File: config.mk
export PLATFORM = sky130hd
export DESIGN_NAME = eidec_decoder
export DESIGN_NICKNAME = d
export VERILOG_FILES = /design/src/eidec_pkg.sv /design/src/eidec_qgen.sv /design/src/eidec_decoder.sv
export SDC_FILE = /design/constraint.sdc
export NUM_CORES = 1
export LEC_CHECK = 0
export BUFFER_PORTS_ARGS = -buffer_cell sky130_fd_sc_hd__buf_2
export CAP_MARGIN = 0
export CELL_PAD_IN_SITES_DETAIL_PLACEMENT = 1
export CELL_PAD_IN_SITES_GLOBAL_PLACEMENT = 1
export CORE_ASPECT_RATIO = 1.75
export CORE_MARGIN = 2
export CORE_UTILIZATION = 38
export CTS_CLUSTER_DIAMETER = 40
export DETAILED_ROUTE_END_ITERATION = 12
export PLACE_DENSITY_LB_ADDON = 0.25
export SLEW_MARGIN = 20
export SYNTH_ARGS = -nofsm -noshare
export SYNTH_HDL_FRONTEND = slang
export SYNTH_SLANG_ARGS = --single-unit
File: constraint.sdc
create_clock -name core_clk_in -period 2.1 [get_ports core_clk_in]
set_clock_uncertainty 0.15 [all_clocks]
set_input_delay 0.21 -clock core_clk_in [delete_from_list [all_inputs] [get_ports core_clk_in]]
set_output_delay 0.21 -clock core_clk_in [all_outputs]
set_load 0.01 [all_outputs]
File: src/eidec_pkg.sv
package eidec_pkg;

  // ***************************************************************
  // Opcode patterns
  // ***************************************************************
  localparam logic [5:0] XOR_PREFIX = 6'h06;
  localparam logic [7:0] PTR_ADD_PREFIX = 8'hE8;
  localparam logic [7:0] PTR_SUB_PREFIX = 8'hE9;
  localparam logic [7:0] PUSH_PREFIX = 8'hEA;
  localparam logic [7:0] MOVE_PREFIX = 8'hEB;
  localparam logic [3:0] OPERAND_PREFIX = 4'hF;
  localparam logic [15:0] CALL_ACC_WORD = 16'h0014;

  // ***************************************************************
  // Field positions and limits
  // ***************************************************************
  localparam int DEST_BIT = 9;
  localparam int BANK_BIT = 8;
  localparam int MOVE_KIND_BIT = 7;
  localparam logic [7:0] INDEXED_LIMIT = 8'h5F;
  localparam logic [1:0] RETURN_SEL = 2'h3;
  localparam logic [1:0] THIRD_PTR = 2'h2;
  localparam int PTR_W = 12;
  localparam int PTR_COUNT = 3;
  localparam logic [11:0] PUSH_STEP = 12'h001;

  // ***************************************************************
  // Instruction cycle timing
  // ***************************************************************
  localparam logic [1:0] LAST_PHASE = 2'h3;
  localparam logic [1:0] PHASE_RESET = 2'h0;

  // ***************************************************************
  // Types
  // ***************************************************************
  typedef enum logic [3:0] {
    OP_NONE = 4'h0,
    OP_XOR = 4'h1,
    OP_PTR_ADD = 4'h2,
    OP_PTR_SUB = 4'h3,
    OP_ADD_RET = 4'h4,
    OP_SUB_RET = 4'h5,
    OP_CALL_ACC = 4'h6,
    OP_MOVE_ABS = 4'h7,
    OP_MOVE_IDX = 4'h8,
    OP_PUSH_LIT = 4'h9,
    OP_RESERVED = 4'hA,
    OP_IDLE = 4'hB
  } eidec_op_t;

  // One bit changes on every step away from and back to decode
  typedef enum logic [1:0] {
    ST_DECODE = 2'h0,
    ST_OPERAND = 2'h1,
    ST_IDLE_CYC = 2'h2
  } eidec_state_t;

endpackage : eidec_pkg

File: src/eidec_qgen.sv
`timescale 1ns/1ps

// ***************************************************************
// Four-phase instruction cycle generator
// ***************************************************************
module eidec_qgen (
  input wire logic core_clk_in,
  input wire logic rst_b_in,
  output logic [1:0] q_phase_out,
  output logic cycle_start_out
);

  // Phase counter; cycle_start marks the first phase of each cycle, except the phase 0 that reset loads
  always_ff @(posedge core_clk_in or negedge rst_b_in) begin
    if (!rst_b_in) begin
      q_phase_out <= eidec_pkg::PHASE_RESET;
      cycle_start_out <= 1'b0;
    end else begin
      q_phase_out <= q_phase_out + 2'h1;
      cycle_start_out <= (q_phase_out == eidec_pkg::LAST_PHASE); // Wraps to phase 0 next
    end
  end

endmodule : eidec_qgen

File: src/eidec_decoder.sv
`timescale 1ns/1ps

module eidec_decoder (
  input wire logic core_clk_in,
  input wire logic rst_b_in,
  input wire logic [15:0] instr_word_in,
  input wire logic instr_valid_in,
  input wire logic ext_fuse_in,
  input wire logic [7:0] acc_in,
  input wire logic [7:0] file_data_in,
  input wire logic [35:0] ptr_values_in,
  output logic [1:0] q_phase_out,
  output logic exec_out,
  output logic [3:0] op_out,
  output logic [7:0] alu_result_out,
  output logic flag_n_out,
  output logic flag_z_out,
  output logic flags_we_out,
  output logic acc_we_out,
  output logic file_we_out,
  output logic [7:0] file_addr_out,
  output logic bank_select_use_out,
  output logic indexed_mode_out,
  output logic [1:0] ptr_sel_out,
  output logic ptr_we_out,
  output logic [11:0] ptr_next_out,
  output logic return_pop_out,
  output logic call_push_out,
  output logic push_we_out,
  output logic [7:0] push_data_out,
  output logic move_valid_out,
  output logic [6:0] move_src_off_out,
  output logic [11:0] move_dst_out,
  output logic move_dst_indexed_out
);

  // ***************************************************************
  // Cycle timing
  // ***************************************************************
  logic [1:0] q_phase;
  logic cycle_start;

  eidec_qgen u_qgen (
    .core_clk_in(core_clk_in),
    .rst_b_in(rst_b_in),
    .q_phase_out(q_phase),
    .cycle_start_out(cycle_start)
  );

  eidec_pkg::eidec_state_t state;
  eidec_pkg::eidec_state_t next_state;
  logic [6:0] src_off;
  logic src_kind;

  // ***************************************************************
  // Pointer unpacking
  // ***************************************************************
  logic [11:0] ptr_arr [0:2];

  // One pointer per slice of the packed bus
  genvar g;
  generate
    for (g = 0; g < eidec_pkg::PTR_COUNT; g = g + 1) begin : g_ptr
      assign ptr_arr[g] = ptr_values_in[g * eidec_pkg::PTR_W +: eidec_pkg::PTR_W];
    end
  endgenerate

  // ***************************************************************
  // Word decode
  // ***************************************************************
  wire [15:0] w = instr_word_in;
  wire ext_on = ext_fuse_in; // Unprogrammed fuse reads high
  wire hit_xor = (w[15:10] == eidec_pkg::XOR_PREFIX);
  wire hit_add = (w[15:8] == eidec_pkg::PTR_ADD_PREFIX);
  wire hit_sub = (w[15:8] == eidec_pkg::PTR_SUB_PREFIX);
  wire hit_push = (w[15:8] == eidec_pkg::PUSH_PREFIX);
  wire hit_move = (w[15:8] == eidec_pkg::MOVE_PREFIX);
  wire hit_call = (w == eidec_pkg::CALL_ACC_WORD);
  wire ret_form = (w[7:6] == eidec_pkg::RETURN_SEL); // Select 3 means third pointer plus return
  wire hit_ext = hit_add | hit_sub | hit_push | hit_move | hit_call;

  // Extended words fall to reserved while the fuse is cleared
  wire eidec_pkg::eidec_op_t dec_op =
      hit_xor ? eidec_pkg::OP_XOR :
      (hit_ext && !ext_on) ? eidec_pkg::OP_RESERVED :
      (hit_add && ret_form) ? eidec_pkg::OP_ADD_RET :
      hit_add ? eidec_pkg::OP_PTR_ADD :
      (hit_sub && ret_form) ? eidec_pkg::OP_SUB_RET :
      hit_sub ? eidec_pkg::OP_PTR_SUB :
      hit_call ? eidec_pkg::OP_CALL_ACC :
      hit_push ? eidec_pkg::OP_PUSH_LIT :
      (hit_move && !w[eidec_pkg::MOVE_KIND_BIT]) ? eidec_pkg::OP_MOVE_ABS :
      hit_move ? eidec_pkg::OP_MOVE_IDX :
      eidec_pkg::OP_NONE;

  wire take = cycle_start & instr_valid_in;
  wire in_decode = (state == eidec_pkg::ST_DECODE);
  wire in_operand = (state == eidec_pkg::ST_OPERAND);
  wire dec = take & in_decode;
  wire opnd = take & in_operand;

  wire is_xor = (dec_op == eidec_pkg::OP_XOR);
  wire is_add = (dec_op == eidec_pkg::OP_PTR_ADD) | (dec_op == eidec_pkg::OP_ADD_RET);
  wire is_sub = (dec_op == eidec_pkg::OP_PTR_SUB) | (dec_op == eidec_pkg::OP_SUB_RET);
  wire is_ret = (dec_op == eidec_pkg::OP_ADD_RET) | (dec_op == eidec_pkg::OP_SUB_RET);
  wire is_push = (dec_op == eidec_pkg::OP_PUSH_LIT);
  wire is_call = (dec_op == eidec_pkg::OP_CALL_ACC);
  wire is_move = (dec_op == eidec_pkg::OP_MOVE_ABS) | (dec_op == eidec_pkg::OP_MOVE_IDX);

  // ***************************************************************
  // Exclusive-OR datapath
  // ***************************************************************
  // Operands must be valid together with the word; result is taken at once
  wire [7:0] xor_res = acc_in ^ file_data_in;
  wire dest_file = w[eidec_pkg::DEST_BIT];
  wire bank_use = w[eidec_pkg::BANK_BIT];
  wire idx_mode = !bank_use && ext_on && (w[7:0] <= eidec_pkg::INDEXED_LIMIT);

  // ***************************************************************
  // Pointer arithmetic
  // ***************************************************************
  // Return forms and push always act on the third pointer
  wire [1:0] sel = (is_ret | is_push) ? eidec_pkg::THIRD_PTR : w[7:6];
  wire [11:0] ptr_cur = ptr_arr[sel];
  wire [11:0] lit6 = {6'h00, w[5:0]}; // Unsigned, zero extended
  wire [11:0] ptr_sum =
      is_push ? ptr_cur - eidec_pkg::PUSH_STEP :
      is_sub ? ptr_cur - lit6 :
      ptr_cur + lit6; // Full pointer width

  // ***************************************************************
  // Second word of a move
  // ***************************************************************
  // A second word without the operand prefix is consumed but moves nothing
  wire opnd_ok = (w[15:12] == eidec_pkg::OPERAND_PREFIX);
  wire [11:0] dst = src_kind ? {5'h00, w[6:0]} : w[11:0];

  // ***************************************************************
  // Sequencer
  // ***************************************************************
  always_comb begin
    next_state = state;
    unique case (state)
      eidec_pkg::ST_DECODE: begin
        if (dec && is_move) begin
          next_state = eidec_pkg::ST_OPERAND;
        end else if (dec && (is_ret || is_call)) begin
          next_state = eidec_pkg::ST_IDLE_CYC;
        end
      end
      eidec_pkg::ST_OPERAND: begin
        if (take) begin
          next_state = eidec_pkg::ST_DECODE;
        end
      end
      eidec_pkg::ST_IDLE_CYC: begin
        if (cycle_start) begin
          next_state = eidec_pkg::ST_DECODE;
        end
      end
      default: begin
        next_state = eidec_pkg::ST_DECODE;
      end
    endcase
  end

  // Operation shown for the cycle that is starting
  wire eidec_pkg::eidec_op_t next_op =
      dec ? dec_op :
      opnd ? (src_kind ? eidec_pkg::OP_MOVE_IDX : eidec_pkg::OP_MOVE_ABS) :
      (state == eidec_pkg::ST_IDLE_CYC) ? eidec_pkg::OP_IDLE :
      eidec_pkg::OP_NONE;

  // State and first-word capture
  always_ff @(posedge core_clk_in or negedge rst_b_in) begin
    if (!rst_b_in) begin
      state <= eidec_pkg::ST_DECODE;
      src_off <= 7'h00;
      src_kind <= 1'b0;
    end else begin
      state <= next_state;
      if (dec && is_move) begin
        src_off <= w[6:0];
        src_kind <= w[eidec_pkg::MOVE_KIND_BIT];
      end
    end
  end

  // Controls other than exec_out and q_phase_out change only at a cycle start and stand for the whole cycle
  always_ff @(posedge core_clk_in or negedge rst_b_in) begin
    if (!rst_b_in) begin
      q_phase_out <= eidec_pkg::PHASE_RESET;
      exec_out <= 1'b0;
      op_out <= eidec_pkg::OP_NONE;
      alu_result_out <= 8'h00;
      flag_n_out <= 1'b0;
      flag_z_out <= 1'b0;
      flags_we_out <= 1'b0;
      acc_we_out <= 1'b0;
      file_we_out <= 1'b0;
      file_addr_out <= 8'h00;
      bank_select_use_out <= 1'b0;
      indexed_mode_out <= 1'b0;
      ptr_sel_out <= 2'h0;
      ptr_we_out <= 1'b0;
      ptr_next_out <= 12'h000;
      return_pop_out <= 1'b0;
      call_push_out <= 1'b0;
      push_we_out <= 1'b0;
      push_data_out <= 8'h00;
      move_valid_out <= 1'b0;
      move_src_off_out <= 7'h00;
      move_dst_out <= 12'h000;
      move_dst_indexed_out <= 1'b0;
    end else begin
      q_phase_out <= q_phase;
      exec_out <= cycle_start;
      if (cycle_start) begin
        op_out <= next_op;
        alu_result_out <= xor_res;
        flag_n_out <= xor_res[7];
        flag_z_out <= (xor_res == 8'h00);
        flags_we_out <= dec && is_xor; // Only the xor touches flags
        acc_we_out <= dec && is_xor && !dest_file;
        file_we_out <= dec && is_xor && dest_file;
        file_addr_out <= w[7:0];
        bank_select_use_out <= dec && is_xor && bank_use;
        indexed_mode_out <= dec && is_xor && idx_mode;
        ptr_sel_out <= sel;
        ptr_we_out <= dec && (is_add || is_sub || is_push);
        ptr_next_out <= ptr_sum;
        return_pop_out <= dec && is_ret;
        call_push_out <= dec && is_call;
        push_we_out <= dec && is_push;
        push_data_out <= w[7:0];
        move_valid_out <= opnd && opnd_ok;
        move_src_off_out <= src_off;
        move_dst_out <= dst;
        move_dst_indexed_out <= src_kind;
      end
    end
  end

endmodule : eidec_decoder

==> impl_metrics.ini, run 1 <==
[status]
status = finished, violations left
failed_checks = negative setup slack

[clock_network]
cts_buffer_depth = 2
clkTransAtPathRegs_ns = 0.06
insertion_delay_ns = 0.34
clkSinkCount = 74
numCtsBuffers = 9
tritoncts = built
htree_levels = 3
root_buffer = clkbuf_16

[floorplan]
coreArea_sq_um = 11000
die_w_um = 84.0
start_util_pct = 38.5
die_area_sq_um = 12100
std_cell_rows = 51
die_h_um = 144
ioPinCount = 149

[layout]
areaGrowthSynthToFinish_pct = 55.6
nets = 752
diodes = 0
finish.cell_count_without_fillers = 803
fillers = 1259
fin_util_pct = 60.0
drive_above_1_share_pct = 55.0

[worst_setup_path]
cpPeakStageDelay_ns = 0.59
critPathLaunchType = input port
worstSetupPathType = input port to register
r2r_start = u_qgen.cycle_start_out
crit_chain = buf_8 -> inv_4 -> ha_4 -> nor4bb_4 -> a41oi_2 -> or4bb_1 -> nand2b_4 -> o31ai_4 -> mux2i_1 -> or2_4 -> inv_2 -> fa_2 -> nor2b_2 -> o21ai_2 -> a21boi_2 -> o21ai_2 -> a21boi_2 -> o211ai_1 -> a2111o_1 -> nand3_1
reg2reg_depth = 5
worstPathRequired_ns = 2.22
critPathMaxFanout = 5
r2r_end = src_off[4]
rrSetupSlack_ns = 0.26
worstPathArrival_ns = 4.03
worst_setup_path_end_kind = register
cp_slowest_cell = or4bb_1

[power_and_ir_drop]
peakVddDrop_uv = 665
power.density_nw_per_um2 = 639
p_total_mw = 4.23
p_leak_nw = 3.25

[routing]
drtPass1Iterations = 5
postRouteAntennaNets = 0
wl_mm = 16.8
wire_per_inst_um = 21.0
vias_per_cell = 5.55
route.detailed.drc = 0
drtIter0Drc = 149
vias = 4455

[logic_synthesis]
synth_area_sq_um = 4250
synthArstFlopShare_pct = 100
syn-num-nets = 521
synth_edf_count = 0
synthFlopType = dfrtp_1
yosys_warnings = 0
synth_top_area_share_pct = 43.5
synth.distinct_cells = 63
syn_area_per_cell_sq_um = 9.78
ys_seq_area_share_pct = 43.5
yosys.area.top_type = dfrtp_1
ys_top_cells_by_area = dfrtp_1, mux2_2, a21oi_1
ys_ff_latch = 74
syn_inst = 435

[worst_hold_path]
holdPathEnd = alu_result_out[0]
min_from = acc_in[0]
holdPathStages = 3
hold_path.class = input port to register

[sta]
hold_viol_final = 0
setup_violations = 26
fin_ws_ns = -1.81
clock.fmax_mhz = 256
min_period_over_period_pct = 186
max_slew.worst_pin.slew_ns = 0.473
rsz0062_at_grt = yes
layout_min_cycle_time_ns = 3.91
finalMaxSlewViolations = 0
maxSlewHeadroom_pct = 68.5
fin_tns_setup_ns = -19.62

[job]
maxCapViolations = 0

[global_routing]
grt_pass1_wl_mm = 24.9
antenna_found_initial = 0
grt_overflow = 0
grt_use_total_pct = 26.7
grt_max_degree = 66
first_global_vias = 4939

[placement]
pre_cts_slack_ns = -2.21
hpwl_mm = 11.7
dpl.cell_count = 764
io_buffers = 148
gp_congestion = 0.960
## sequential cells by signal, summed over array words and instances, names as in the netlist, 4 cells and up
signal / cells
alu_result_out: 8
move_dst_out: 5
move_src_off_out: 7
op_out: 4
ptr_next_out: 12
push_data_out: 8
src_off: 7
## synth_stat cells (all sizes together), types with 6 or more instances
master	number
a21oi	34
a22oi	10
buf	19
clkbuf	18
dfrtp	74
ha	13
inv	19
mux2	25
nand2	30
nand2b	6
nor2	32
nor3	12
nor3b	12
o21ai	24
xnor2	12
## metrics by stage
stage / hold WS [ns] / cell area, sq um
finish: 0.0328 / 6620
global route: 0.0542 / 6620
CTS: 0.0281 / 6410
detailed placement: 0.0226 / 5840
global placement: 0.0152 / 5840
floorplan: -0.236 / 4510
## layout by cell type (no fill, tap or decap), types with 4 or more instances in the layout
master     count
nand2b_1       4
nor3_2         4
nor3_1         8
buf_4         97
a21boi_2       4
ha_4           4
o2bb2ai_1      4
a21oi_2        7
or3_1          5
buf_2        145
xor2_1         4
a22oi_1        8
dfrtp_1       73
inv_1         15
o21ai_0       12
a22o_1         5
mux2_2        21
a21oi_1       26
clkbuf_16      9
xnor2_1        9
o21ai_2        5
buf_6         11
nor3b_1       11
nand2_1       26
o21ai_1        6
nor2_1        29
ha_1           7
nand3_1        4
mux2_4         4
o21a_1         4
nand3b_1       5
nand4_1        5
## critical path, delay by kind of cell
| kind | cells | cell delay [ns] |
|---|---|---|
| and+or+nand+nor | 6 | 1.45 |
| AOI/OAI and AO/OA | 8 | 1.42 |
| adders and majority gates | 2 | 0.49 |
| muxes | 1 | 0.24 |
| buffers and inverters | 3 | 0.20 |
## logic make-up after synthesis
kind of cell / after synthesis / share of synthesized area (%)
DFF: 74 / 43.5
buffers and inverters: 56 / 6.50
adders and majority gates: 14 / 4.29
AOI/OAI and AO/OA: 118 / 18.8
muxes: 26 / 6.85
and+or+nand+nor: 130 / 16.2
xor gates and xnor gates: 17 / 3.82
## repair_timing
item | CTS | global route
hold buffers | 1 | 0
setup buffers | 13 | 11
pin swaps | 34 | 14
setup endpoints to repair | 23 | 29
resized for setup | 39 | 27
endpoints found under the hold margin | 29 | 0
## routing by layer
metal	wire length, um	part of all wire, %	vias to the layer above	global-route usage (%)
li1	-	-	2020	-
met1	5590	33	2192	25.2
met2	9710	58	183	52.1
met3	741	4.4	60	4.71
met4	792	4.7	0	16.7
met5	0	0	-	0
## cell type report
cell class	instances	area, sq um	share of cell area, %
inverter	19	76.3	1.15
sequential	74	1850	28.0
multi-input combinational	305	2570	38.9
timing repair buffer	257	1640	24.8
clock buffer	10	239	3.61
tap	132	165	2.49
clock inverter	6	72.6	1.10
## worst max-delay path by stage
stage	start	to
CTS	instr_word_in[0]	ptr_next_out[11]
floorplan	instr_word_in[9]	ptr_next_out[10]
detailed placement	instr_word_in[1]	ptr_next_out[10]
finish	instr_word_in[0]	ptr_next_out[10]
global route	instr_word_in[0]	ptr_next_out[10]
global placement	instr_word_in[1]	ptr_next_out[10]
## report_power, final
part	leakage (nW)	switching, mW	internal (mW)
logic	2.16	0.522	0.509
registers	0.945	0.0629	1.51
clock network	0.150	0.656	0.965
total	3.25	1.24	2.99
Power figures use the tool's default switching activity.
==> inputs of run 2 (changes only) <==
--- a/config.mk
+++ b/config.mk
@@ -5,7 +5,7 @@
 export SDC_FILE = /design/constraint.sdc
 export NUM_CORES = 1
 export LEC_CHECK = 0
-export BUFFER_PORTS_ARGS = -buffer_cell sky130_fd_sc_hd__buf_2
+export BUFFER_PORTS_ARGS = -buffer_cell sky130_fd_sc_hd__buf_4
 export CAP_MARGIN = 0
 export CELL_PAD_IN_SITES_DETAIL_PLACEMENT = 1
 export CELL_PAD_IN_SITES_GLOBAL_PLACEMENT = 1
@@ -14,7 +14,7 @@
 export CORE_UTILIZATION = 38
 export CTS_CLUSTER_DIAMETER = 40
 export DETAILED_ROUTE_END_ITERATION = 12
-export PLACE_DENSITY_LB_ADDON = 0.25
+export PLACE_DENSITY = 0.78
 export SLEW_MARGIN = 20
 export SYNTH_ARGS = -nofsm -noshare
 export SYNTH_HDL_FRONTEND = slang
==> run 2 against run 1 <==
The run still ends with negative setup slack left. Clock power hardly changed. Cell count is 0.37% lower. Count of clock-buffer cells in the layout is 1 higher. Critical path type unchanged. Maximum frequency is 3.6% lower. Non-clock buffer count is 4 lower. Critical path depth is 1 lower. Via count is 3.7% higher. Highest routed layer unchanged. Die area stayed put.
==> impl_metrics.ini, run 2 (synthesis gave the netlist of run 1 again) <==
[floorplan]
die_w_um = 84.0
coreArea_sq_um = 11000
ioPinCount = 149
start_util_pct = 38.5
die_area_sq_um = 12100
die_h_um = 144
std_cell_rows = 51

[power_and_ir_drop]
switching_share_pct = 29.6
seq_power_share_pct = 36.2
power.density_nw_per_um2 = 623
internal_power_mw = 3.08
combPwrFrac_pct = 26.8
peakVddDrop_uv = 574
p_sw_mw = 1.30
clockPowerShare_pct = 37.0
p_leak_nw = 3.33

[status]
status = finished, violations left
failed_checks = negative setup slack

[worst_hold_path]
holdPathStages = 3
hold_path.class = input port to register
holdPathEnd = alu_result_out[3]
min_from = acc_in[3]

[worst_setup_path]
path_delay_family = simple AND/OR/NAND/NOR gates
worst-path-buf-inv = 2
worstPathRequired_ns = 2.22
crit_chain = buf_6 -> inv_2 -> ha_4 -> nor4bb_4 -> a41oi_2 -> or4bb_1 -> nand2b_4 -> o31ai_4 -> mux2i_1 -> or2_4 -> ha_4 -> nor2b_4 -> o31ai_4 -> a21oi_4 -> a211oi_2 -> o21bai_1 -> a21oi_1 -> xnor3_1 -> a21oi_2
rrSetupSlack_ns = 0.20
critPathLaunchType = input port
r2r_end = src_off[4]
r2r_start = state[1]
reg2reg_depth = 4
worstSetupPathType = input port to register
worstPathArrival_ns = 4.18
critPathMaxFanout = 5
worst_setup_path_end_kind = register
cp_slowest_cell = or4bb_1
cpPeakStageDelay_ns = 0.55

[global_routing]
grt_use_total_pct = 30.2
grt_pass1_wl_mm = 27.8
first_global_vias = 5119
antenna_found_initial = 1
grt_max_degree = 37
grt_overflow = 0

[routing]
vias = 4618
drtPass1Iterations = 4
drtIter0Drc = 251
vias_per_cell = 5.77
postRouteAntennaNets = 0
wire_per_inst_um = 24.7
route.detailed.drc = 0
wl_mm = 19.8

[layout]
top_register = ptr_next_out
areaGrowthSynthToFinish_pct = 65.2
finish.cell_count_without_fillers = 800
layout_common_cells = buf_4, dfrtp_1, nor2_1, nand2_1, a21oi_1
nets = 748
drive_above_1_share_pct = 55.8
largest_reg_flops = 12
reg_top3 = ptr_next_out (12), alu_result_out (8), push_data_out (8)
final_common_cell = buf_4

[clock_network]
numCtsBuffers = 9
root_buffer = clkbuf_16
htree_levels = 3
tritoncts = built
clkTransAtPathRegs_ns = 0.07
clkSinkCount = 74
insertion_delay_ns = 0.35
cts_buffer_depth = 2

[sta]
min_period_over_period_pct = 193
finalMaxSlewViolations = 0
hold_viol_final = 0
max_slew.worst_pin.slew_ns = 0.573
layout_min_cycle_time_ns = 4.06
fin_tns_setup_ns = -20.35
setup_violations = 21
rsz0062_at_grt = yes
fin_ws_ns = -1.96
maxSlewHeadroom_pct = 61.5
clock.fmax_mhz = 246

[placement]
dpl.cell_count = 761
io_buffers = 148
gp_congestion = 0.919
hpwl_mm = 11.8

[job]
maxCapViolations = 0
==> run 2: changes by cell type in the layout (fill, tap and decap cells not counted), moves of 3 or more <==
cell,change
buf_2,-145
buf_4,+140
ha_4,+3
mux2_2,-6
mux2_4,+6
nand2_2,+3
nand2_4,-3
nor2_1,-3
nor2_2,+5
==> run 2: repair_timing <==
item / CTS / global route
hold buffers: 1 / 0
endpoints found under the hold margin: 74 / 0
endpoints found under the setup margin: 21 / 26
pin swaps: 41 / 27
resized for setup: 42 / 38
buffers inserted: 15 / 10
==> run 2: metrics by stage <==
stage	util, %	hold WS (ns)	power (mW)	area, sq um	setup WS [ns]
after floorplan	-	-0.236	2.02	4510	-1.60
after global placement	56.2	-0.0910	2.49	6200	-1.89
after detailed placement	56.2	-0.0855	2.54	6200	-2.13
after CTS	61.7	0.0184	4.23	6820	-1.64
after global routing	63.7	0.0315	4.54	7030	-2.06
final	63.7	0.0137	4.38	7030	-1.96
==> run 2: how the worst max path moves through the flow <==
stage	end	slack (ns)	from	cells past startpoint
2_1_floorplan	ptr_next_out[10]	-1.60	instr_word_in[9]	18
6_report	ptr_next_out[11]	-1.96	instr_word_in[1]	19
5_1_grt	ptr_next_out[10]	-2.06	instr_word_in[1]	20
3_5_place_dp	ptr_next_out[8]	-2.13	instr_word_in[0]	20
3_3_place_gp	ptr_next_out[10]	-1.89	instr_word_in[1]	20
4_1_cts	ptr_next_out[11]	-1.64	instr_word_in[0]	19
==> run 2: power groups by stage <==
| stage | clock [mW] | combinational [mW] | sequential (mW) |
|---|---|---|---|
| after detailed placement | 0 | 0.935 | 1.60 |
| after global placement | 0 | 0.899 | 1.59 |
| after floorplan | 0 | 0.391 | 1.63 |
| after global routing | 1.71 | 1.24 | 1.59 |
| final | 1.62 | 1.17 | 1.58 |
| after CTS | 1.62 | 1.03 | 1.58 |
==> run 2: tightest hold or removal path, delay by kind of cell <==
kind	cells	cell delay, ns
xor gates and xnor gates	1	0.12
buffers and inverters	1	0.08
AOI/OAI and AO/OA	1	0.06
==> run 2: area by class of cell <==
cell class / instances / area [sq um]
antenna: 1 / 2.50
clock buffer: 11 / 243
clock inverter: 5 / 62.6
fill: 1199 / 4010
inverter: 19 / 78.8
multi-input combinational: 305 / 2630
sequential: 74 / 1850
tap: 132 / 165
timing repair buffer: 253 / 1990
==> run 2: routing by layer <==
layer / share of wire, % / up-vias / track usage, %
li1: - / 2010 / -
met1: 34 / 2348 / 29.8
met2: 56 / 183 / 58.7
met3: 4.1 / 77 / 5.05
met4: 5.7 / 0 / 16.9
met5: 0 / - / 0
